`src/pkg/sram_tap_map.svh`:
```
// constants for the sram boundary scan test port
`ifndef SRAM_TAP_MAP_SVH
`define SRAM_TAP_MAP_SVH
`define TAP_IR_W 3
`define TAP_IR_CAPTURE 3'h1
`define TAP_OP_EXTEST 3'h0
`define TAP_ID_W 32
`define TAP_BSR_W 16
`define TAP_RST_TMS_EDGES 3'h5
`endif

```
`src/pkg/sram_tap_pkg.sv`:
```
// types shared by the sram boundary scan test port
package sram_tap_pkg;
    typedef enum logic [15:0] {
        ST_TLR = 16'h0001,
        ST_RTI = 16'h0002,
        ST_SELDR = 16'h0004,
        ST_CAPDR = 16'h0008,
        ST_SHDR = 16'h0010,
        ST_EX1DR = 16'h0020,
        ST_PSDR = 16'h0040,
        ST_EX2DR = 16'h0080,
        ST_UPDR = 16'h0100,
        ST_SELIR = 16'h0200,
        ST_CAPIR = 16'h0400,
        ST_SHIR = 16'h0800,
        ST_EX1IR = 16'h1000,
        ST_PSIR = 16'h2000,
        ST_EX2IR = 16'h4000,
        ST_UPIR = 16'h8000
    } tap_state_t;
    typedef enum logic [2:0] {
        SEL_BSR = 3'h1,
        SEL_ID = 3'h2,
        SEL_BYP = 3'h4
    } dr_sel_t;
    typedef struct packed {
        dr_sel_t sel;
        logic hiz;
    } ir_dec_t;
    typedef struct packed {
        logic tck;
        logic tms;
        logic tdi;
    } tap_pins_t;
endpackage : sram_tap_pkg

```
`src/tap_fsm.sv`:
```
// test access port controller state machine
`timescale 1ns/1ns
`default_nettype none
`include "sram_tap_map.svh"
module tap_fsm (
    input wire logic i_sys_clk,
    input wire logic i_rst,
    input wire logic i_tck_rise,
    input wire logic i_tms,
    output var sram_tap_pkg::tap_state_t o_state
);
    logic [2:0] hi_cnt_reg;

    // next state from tms at a rise; ones reach reset
    function automatic sram_tap_pkg::tap_state_t next_state(
        input sram_tap_pkg::tap_state_t s, input logic tms);
        case (s)
            sram_tap_pkg::ST_TLR: next_state = tms ? sram_tap_pkg::ST_TLR
                                                   : sram_tap_pkg::ST_RTI;
            sram_tap_pkg::ST_RTI: next_state = tms ? sram_tap_pkg::ST_SELDR
                                                   : sram_tap_pkg::ST_RTI;
            sram_tap_pkg::ST_SELDR: next_state = tms ? sram_tap_pkg::ST_SELIR
                                                     : sram_tap_pkg::ST_CAPDR;
            sram_tap_pkg::ST_CAPDR: next_state = tms ? sram_tap_pkg::ST_EX1DR
                                                     : sram_tap_pkg::ST_SHDR;
            sram_tap_pkg::ST_SHDR: next_state = tms ? sram_tap_pkg::ST_EX1DR
                                                    : sram_tap_pkg::ST_SHDR;
            sram_tap_pkg::ST_EX1DR: next_state = tms ? sram_tap_pkg::ST_UPDR
                                                     : sram_tap_pkg::ST_PSDR;
            sram_tap_pkg::ST_PSDR: next_state = tms ? sram_tap_pkg::ST_EX2DR
                                                    : sram_tap_pkg::ST_PSDR;
            sram_tap_pkg::ST_EX2DR: next_state = tms ? sram_tap_pkg::ST_UPDR
                                                     : sram_tap_pkg::ST_SHDR;
            sram_tap_pkg::ST_UPDR: next_state = tms ? sram_tap_pkg::ST_SELDR
                                                    : sram_tap_pkg::ST_RTI;
            sram_tap_pkg::ST_SELIR: next_state = tms ? sram_tap_pkg::ST_TLR
                                                     : sram_tap_pkg::ST_CAPIR;
            sram_tap_pkg::ST_CAPIR: next_state = tms ? sram_tap_pkg::ST_EX1IR
                                                     : sram_tap_pkg::ST_SHIR;
            sram_tap_pkg::ST_SHIR: next_state = tms ? sram_tap_pkg::ST_EX1IR
                                                    : sram_tap_pkg::ST_SHIR;
            sram_tap_pkg::ST_EX1IR: next_state = tms ? sram_tap_pkg::ST_UPIR
                                                     : sram_tap_pkg::ST_PSIR;
            sram_tap_pkg::ST_PSIR: next_state = tms ? sram_tap_pkg::ST_EX2IR
                                                    : sram_tap_pkg::ST_PSIR;
            sram_tap_pkg::ST_EX2IR: next_state = tms ? sram_tap_pkg::ST_UPIR
                                                     : sram_tap_pkg::ST_SHIR;
            sram_tap_pkg::ST_UPIR: next_state = tms ? sram_tap_pkg::ST_SELDR
                                                    : sram_tap_pkg::ST_RTI;
            default: next_state = sram_tap_pkg::ST_TLR;
        endcase
    endfunction : next_state

    // state advances only on a detected test clock rise
    always_ff @(posedge i_sys_clk) begin
        if (i_rst) begin
            o_state <= sram_tap_pkg::ST_TLR;
        end else if (i_tck_rise) begin
            o_state <= next_state(o_state, i_tms);
        end
    end

    // run of consecutive rises with tms high, seen only by a check
    always_ff @(posedge i_sys_clk) begin
        if (i_rst) begin
            hi_cnt_reg <= 3'h0;
        end else if (i_tck_rise) begin
            if (!i_tms) begin
                hi_cnt_reg <= 3'h0;
            end else if (hi_cnt_reg != `TAP_RST_TMS_EDGES) begin
                hi_cnt_reg <= hi_cnt_reg + 3'h1;
            end
        end
    end
endmodule : tap_fsm
`default_nettype wire

```
`src/sram_tap.sv`:
```
// boundary scan test port: instruction decode and data registers
`timescale 1ns/1ns
`default_nettype none
`include "sram_tap_map.svh"
// Notes on behaviour
// - three-bit instruction, four opcodes decoded, all others select bypass
// - no drive into core or pin buffers
// - test opcodes only capture the pin ring
// - opcode shifts in, applies at Update-IR
// - all-zero opcode acts as high-z sample, boundary selected
// - all-zero opcode forces data outputs high-z
// - identification captures fixed 32-bit value, shifts out
// - identification opcode after reset and Test-Logic-Reset
// - high-z sample selects boundary, outputs high-z
// - sample latches pin snapshot in Capture-DR
// - Shift-DR after capture shifts boundary out
// - Update-DR under sample changes nothing
// - bypass opcode puts bypass bit alone
// - Capture-IR loads 01 into low bits
// - bypass is one bit, cleared on capture
// - five tms-high rises reset test logic
// - sample on rising, drive tdo on falling
module sram_tap #(
    parameter logic [2:0] OP_IDCODE = 3'h1,
    parameter logic [2:0] OP_SAMPLE_Z = 3'h2,
    parameter logic [2:0] OP_SAMPLE = 3'h4,
    parameter logic [2:0] OP_BYPASS = 3'h7,
    // arbitrary identification value
    parameter logic [31:0] ID_VALUE = 32'h0A5A_5001
) (
    input wire logic i_sys_clk,
    input wire logic i_rst,
    input wire sram_tap_pkg::tap_pins_t i_tap,
    input wire logic [`TAP_BSR_W-1:0] i_ring,
    output logic o_tdo,
    output logic o_tdo_oe,
    output logic o_dq_hiz,
    output logic [`TAP_IR_W-1:0] o_ir
);
    sram_tap_pkg::tap_pins_t pins_s1_reg;
    sram_tap_pkg::tap_pins_t pins_s2_reg;
    logic tck_s3_reg;
    logic [`TAP_BSR_W-1:0] ring_s1_reg;
    logic [`TAP_BSR_W-1:0] ring_s2_reg;
    logic tck_rise;
    logic tck_fall;
    sram_tap_pkg::tap_state_t state;
    logic [`TAP_IR_W-1:0] ir_shift_reg;
    logic [`TAP_BSR_W-1:0] bsr_reg;
    logic [`TAP_ID_W-1:0] id_reg;
    logic byp_reg;
    sram_tap_pkg::ir_dec_t dec;
    logic tdo_next;
    logic oe_next;

    function automatic sram_tap_pkg::ir_dec_t decode(
        input logic [`TAP_IR_W-1:0] op);
        decode.sel = sram_tap_pkg::SEL_BYP;
        decode.hiz = 1'b0;
        if (op == `TAP_OP_EXTEST) begin
            decode.sel = sram_tap_pkg::SEL_BSR;
            decode.hiz = 1'b1;
        end else if (op == OP_IDCODE) begin
            decode.sel = sram_tap_pkg::SEL_ID;
        end else if (op == OP_SAMPLE_Z) begin
            decode.sel = sram_tap_pkg::SEL_BSR;
            decode.hiz = 1'b1;
        end else if (op == OP_SAMPLE) begin
            decode.sel = sram_tap_pkg::SEL_BSR;
        end
    endfunction : decode

    // two-flop synchronisers; the third tck flop only finds edges
    always_ff @(posedge i_sys_clk) begin
        if (i_rst) begin
            pins_s1_reg <= '0;
            pins_s2_reg <= '0;
            tck_s3_reg <= 1'b0;
        end else begin
            pins_s1_reg <= i_tap;
            pins_s2_reg <= pins_s1_reg;
            tck_s3_reg <= pins_s2_reg.tck;
        end
    end

    // ring is sampled like any pin; unstable pins give no promise
    always_ff @(posedge i_sys_clk) begin
        if (i_rst) begin
            ring_s1_reg <= '0;
            ring_s2_reg <= '0;
        end else begin
            ring_s1_reg <= i_ring;
            ring_s2_reg <= ring_s1_reg;
        end
    end

    // edges of the sampled test clock
    assign tck_rise = pins_s2_reg.tck & ~tck_s3_reg;
    assign tck_fall = ~pins_s2_reg.tck & tck_s3_reg;

    tap_fsm u_fsm (
        .i_sys_clk(i_sys_clk),
        .i_rst(i_rst),
        .i_tck_rise(tck_rise),
        .i_tms(pins_s2_reg.tms),
        .o_state(state)
    );

    assign dec = decode(o_ir);

    always_ff @(posedge i_sys_clk) begin
        if (i_rst) begin
            ir_shift_reg <= `TAP_IR_CAPTURE;
            o_ir <= OP_IDCODE;
        end else if (tck_rise) begin
            case (state)
                sram_tap_pkg::ST_TLR: o_ir <= OP_IDCODE;
                sram_tap_pkg::ST_CAPIR: ir_shift_reg <= `TAP_IR_CAPTURE;
                sram_tap_pkg::ST_SHIR: begin
                    ir_shift_reg <= {pins_s2_reg.tdi, ir_shift_reg[2:1]};
                end
                sram_tap_pkg::ST_UPIR: o_ir <= ir_shift_reg;
                default: begin
                end
            endcase
        end
    end

    // data registers; no path leads back into the core or pin drivers
    // capture only, never apply
    always_ff @(posedge i_sys_clk) begin
        if (i_rst) begin
            bsr_reg <= '0;
            id_reg <= '0;
            byp_reg <= 1'b0;
        end else if (tck_rise) begin
            case (state)
                sram_tap_pkg::ST_CAPDR: begin
                    case (dec.sel)
                        sram_tap_pkg::SEL_BSR: bsr_reg <= ring_s2_reg;
                        sram_tap_pkg::SEL_ID: id_reg <= ID_VALUE;
                        default: byp_reg <= 1'b0;
                    endcase
                end
                sram_tap_pkg::ST_SHDR: begin
                    case (dec.sel)
                        sram_tap_pkg::SEL_BSR: begin
                            bsr_reg <= {pins_s2_reg.tdi,
                                        bsr_reg[`TAP_BSR_W-1:1]};
                        end
                        sram_tap_pkg::SEL_ID: begin
                            id_reg <= {pins_s2_reg.tdi,
                                       id_reg[`TAP_ID_W-1:1]};
                        end
                        default: byp_reg <= pins_s2_reg.tdi;
                    endcase
                end
                default: begin
                end
            endcase
        end
    end

    // serial output from the low bit of the selected register
    always_comb begin
        tdo_next = 1'b0;
        oe_next = 1'b0;
        case (state)
            sram_tap_pkg::ST_SHIR: begin
                tdo_next = ir_shift_reg[0];
                oe_next = 1'b1;
            end
            sram_tap_pkg::ST_SHDR: begin
                oe_next = 1'b1;
                case (dec.sel)
                    sram_tap_pkg::SEL_BSR: tdo_next = bsr_reg[0];
                    sram_tap_pkg::SEL_ID: tdo_next = id_reg[0];
                    default: tdo_next = byp_reg;
                endcase
            end
            default: begin
            end
        endcase
    end

    // tdo changes on the falling edge
    always_ff @(posedge i_sys_clk) begin
        if (i_rst) begin
            o_tdo <= 1'b0;
            o_tdo_oe <= 1'b0;
        end else if (tck_fall) begin
            o_tdo <= tdo_next;
            o_tdo_oe <= oe_next;
        end
    end

    // outputs high-z for the all-zero and high-z sample codes
    always_ff @(posedge i_sys_clk) begin
        if (i_rst) begin
            o_dq_hiz <= 1'b0;
        end else begin
            o_dq_hiz <= dec.hiz;
        end
    end
endmodule : sram_tap
`default_nettype wire

```
`config.mk`:
```
export PLATFORM = sky130hd
export DESIGN_NAME = sram_tap
export DESIGN_NICKNAME = d
export VERILOG_FILES = /design/src/pkg/sram_tap_pkg.sv /design/src/tap_fsm.sv /design/src/sram_tap.sv
export VERILOG_INCLUDE_DIRS = /design/src /design/src/pkg
export SDC_FILE = /design/constraint.sdc
export NUM_CORES = 1
export LEC_CHECK = 0
export BUFFER_PORTS_ARGS = -buffer_cell sky130_fd_sc_hd__buf_2
export CORE_MARGIN = 1.5
export CORE_UTILIZATION = 38
export CTS_CLUSTER_SIZE = 10
export DETAILED_ROUTE_END_ITERATION = 10
export MAX_ROUTING_LAYER = met4
export PLACE_DENSITY = 0.56
export SETUP_SLACK_MARGIN = 0.05
export SYNTH_ARGS = -nofsm -noshare
export SYNTH_HDL_FRONTEND = slang
export SYNTH_SLANG_ARGS = --single-unit
```
`constraint.sdc`:
```
create_clock -name i_sys_clk -period 6.8 [get_ports i_sys_clk]
set_clock_uncertainty 0.15 [all_clocks]
set_input_delay 0 -clock i_sys_clk [delete_from_list [all_inputs] [get_ports i_sys_clk]]
set_output_delay 0 -clock i_sys_clk [all_outputs]
set_load 0.05 [all_outputs]
```
==> flow_summary.json <==
{
  "hold_class": "in2reg",
  "rr_startpoint": "tck_s3_reg",
  "floorplan.rows": 39,
  "maxCapViolCount": 0,
  "synth.net_count": 534,
  "cts_tree": "built",
  "clockBufferDepth": 2,
  "r2r_end": "id_reg[14]",
  "ir_worst_vdd_v": 0.000168,
  "avgSynthCellArea_um2": 8.91,
  "floorplan.die.height_um": 113,
  "cp-start-kind": "flip-flop",
  "port_buffers": 26,
  "chipWidth_um": 113,
  "grt_overflow": 0,
  "hp-start": "i_ring[11]",
  "diodes": 0,
  "grt_pass1_wl_um": 15900,
  "path_clk_slew_ns": 0.05,
  "drt-initial-drc-count": 259,
  "wl_per_cell_um": 13.3,
  "drt_pass1_iterations": 5,
  "worstPathArrival_ns": 3.19,
  "status": "finished, final reports clean",
  "hold_depth": 3,
  "critPathMaxFanout": 32,
  "p_leak_nw": 1.93,
  "hold_violations": 0,
  "cts_num_sinks": 113,
  "post-cts-setup-buffers": 0,
  "drive_above_1_share_pct": 14.8,
  "cellPowerDensity_mw_per_mm2": 293,
  "initial_utilization_pct": 39.5,
  "grt_pass1_vias": 3333,
  "die_area_mm2": 0.0127,
  "slew_viol_final": 0,
  "max_freq_mhz": 325,
  "finalSetupViolCount": 0,
  "fin_crit_ns": 3.08,
  "gp_congestion": 0.842,
  "ys_seq_area_share_pct": 49.5,
  "finalCritPeriodShare_pct": 45.3,
  "worstPathRequired_ns": 6.91,
  "antenna_left": 0,
  "max_slew.worst_pin.slew_ns": 1.15,
  "setup_tns_ns": 0,
  "num_vias": 3578,
  "rrSetupSlack_ns": 3.72,
  "setup.worst_path.class": "reg2reg",
  "routed_via_density": 5.13,
  "ctsRootBufferMaster": "clkbuf_16",
  "grtUsageTotal_pct": 16.2,
  "rsz0062_at_grt": "false",
  "async_flop_share_pct": 0,
  "yosysWarnings": 0,
  "io-pin-count": 27,
  "dp_hpwl_um": 5410,
  "grt_max_degree": 91,
  "synth-edff-count": 0,
  "nNetsFinal": 564,
  "worstSkewPairLatency_ns": 0.41,
  "netlist_instances": 513,
  "ys_ff_latch": 113,
  "crit_path_end_kind": "flip-flop",
  "cts_buffers": 17,
  "synthesis.area_mm2": 0.00457,
  "synth-main-ff-cell": "dfxtp_1",
  "coreArea_mm2": 0.0116,
  "drc": 0,
  "htree_levels": 4,
  "utilization_pct": 47.8,
  "syn2layout_area_growth_pct": 21.0,
  "maxSlewHeadroom_pct": 23.2,
  "antenna_found_initial": 0,
  "holdPathEnd": "ring_s1_reg[11]",
  "largest_reg_flops": 32,
  "ys_types": 48,
  "routed_wl_um": 9270,
  "r2r_cells": 5
}
-- timing repair --
item | in CTS | in global routing
hold endpoints to repair | 39 | 0
hold buffers | 22 | 0
resized for setup | 0 | 0
-- Yosys cell counts (all sizes together) (2+ instances only) --
library cell	count	share of area, %
dfxtp	113	49
nand2	74	6.1
nor2	44	3.6
nor2b	44	6.0
a21oi	40	4.4
nor3	30	3.5
nand3	27	3.0
clkbuf	26	2.1
a311oi	15	4.7
buf	14	2.2
a22oi	8	1.3
nor4	8	2.4
o21ai	8	0.88
nor4b	6	1.1
or3	5	0.68
xor2	5	0.96
nand2b	4	0.55
and3	3	0.41
nand4	3	0.41
nand4b	3	0.57
nor3b	3	0.49
or4	3	0.49
and2	2	0.27
inv	2	0.16
o211ai	2	0.33
o21bai	2	0.33
o221ai	2	0.38
or2	2	0.27
or3b	2	0.38
or4b	2	0.44
xnor2	2	0.38
-- where the power goes --
part,total (W),leakage (nW),switching (W),internal [W]
Sequential,0.000679,0.919,0.00000469,0.000675
Clock,0.000887,0.281,0.000297,0.000590
Combinational,0.0000523,0.731,0.0000271,0.0000252
Total,0.00162,1.93,0.000329,0.00129
-- cell type report --
class / instances / area (um2)
Tap cell: 143 / 179
Inverter: 2 / 7.51
Sequential cell: 113 / 2260
Multi-Input combinational cell: 358 / 2110
Clock buffer: 21 / 460
Timing Repair Buffer: 51 / 375
Clock inverter: 10 / 135
Fill cell: 1086 / 6030
-- layer usage --
| layer | track usage [%] | up-vias | part of all wire, % |
|---|---|---|---|
| met5 | - | - | 0 |
| met4 | 9.45 | 0 | 2.7 |
| met3 | 4.82 | 16 | 3.5 |
| met1 | 21.0 | 1652 | 51 |
| met2 | 22.5 | 72 | 43 |
| li1 | - | 1838 | - |
-- cells by family (layout without fill, tap and decap cells) --
kind of cell / count (synthesis) / after routing / share of synthesized area (%)
and+or+nand+nor: 267 / 267 / 31.1
DFF: 113 / 113 / 49.5
AOI/OAI and AO/OA: 82 / 82 / 13.2
buffers and inverters: 42 / 84 / 4.46
xor gates and xnor gates: 7 / 7 / 1.34
adders and majority gates: 1 / 1 / 0.219
muxes: 1 / 1 / 0.219
-- critical path: stages (launching register included) --
cell and delay [ns]:
dfxtp_1 0.32, nand2b_1 0.64, nor3_4 0.42, nand3_1 0.82, nor3_1 0.49, nor3_1 0.07
-- cells in the final DEF (no fill, tap or decap), types with 6 or more instances in the layout --
| cell | n |
|---|---|
| a21oi_1 | 40 |
| a22oi_1 | 8 |
| a311oi_2 | 13 |
| buf_2 | 25 |
| clkbuf_16 | 17 |
| dfxtp_1 | 113 |
| dlygate4sd3_1 | 22 |
| nand2_1 | 73 |
| nand3_1 | 27 |
| nor2_1 | 44 |
| nor2b_1 | 44 |
| nor3_1 | 28 |
| nor4b_1 | 6 |
| o21ai_0 | 7 |
-- worst max path at each step --
stage / startpoint / to / slack [ns] / depth (start not counted)
2_1_floorplan: u_fsm.o_state[12] / bsr_reg[10] / 4.66 / 8
3_3_place_gp: tck_s3_reg / id_reg[27] / 3.84 / 5
3_5_place_dp: tck_s3_reg / id_reg[14] / 3.75 / 5
4_1_cts: tck_s3_reg / id_reg[14] / 3.72 / 5
5_1_grt: tck_s3_reg / id_reg[14] / 3.45 / 5
6_report: tck_s3_reg / id_reg[14] / 3.72 / 5
-- stage by stage --
stage               hold WS [ns]  instance area (um2)  instances  setup WS [ns]  power [W]
finish                     0.179                 5530        698           3.72    0.00162
global route               0.195                 5530        698           3.45    0.00167
CTS                        0.155                 5530        698           3.72    0.00164
detailed placement        0.0621                 4720        645           3.75   0.000735
global placement          0.0576                 4720        645           3.84   0.000734
floorplan                -0.0218                 4570        513           4.66   0.000722
(Power assumes the default switching activity.)
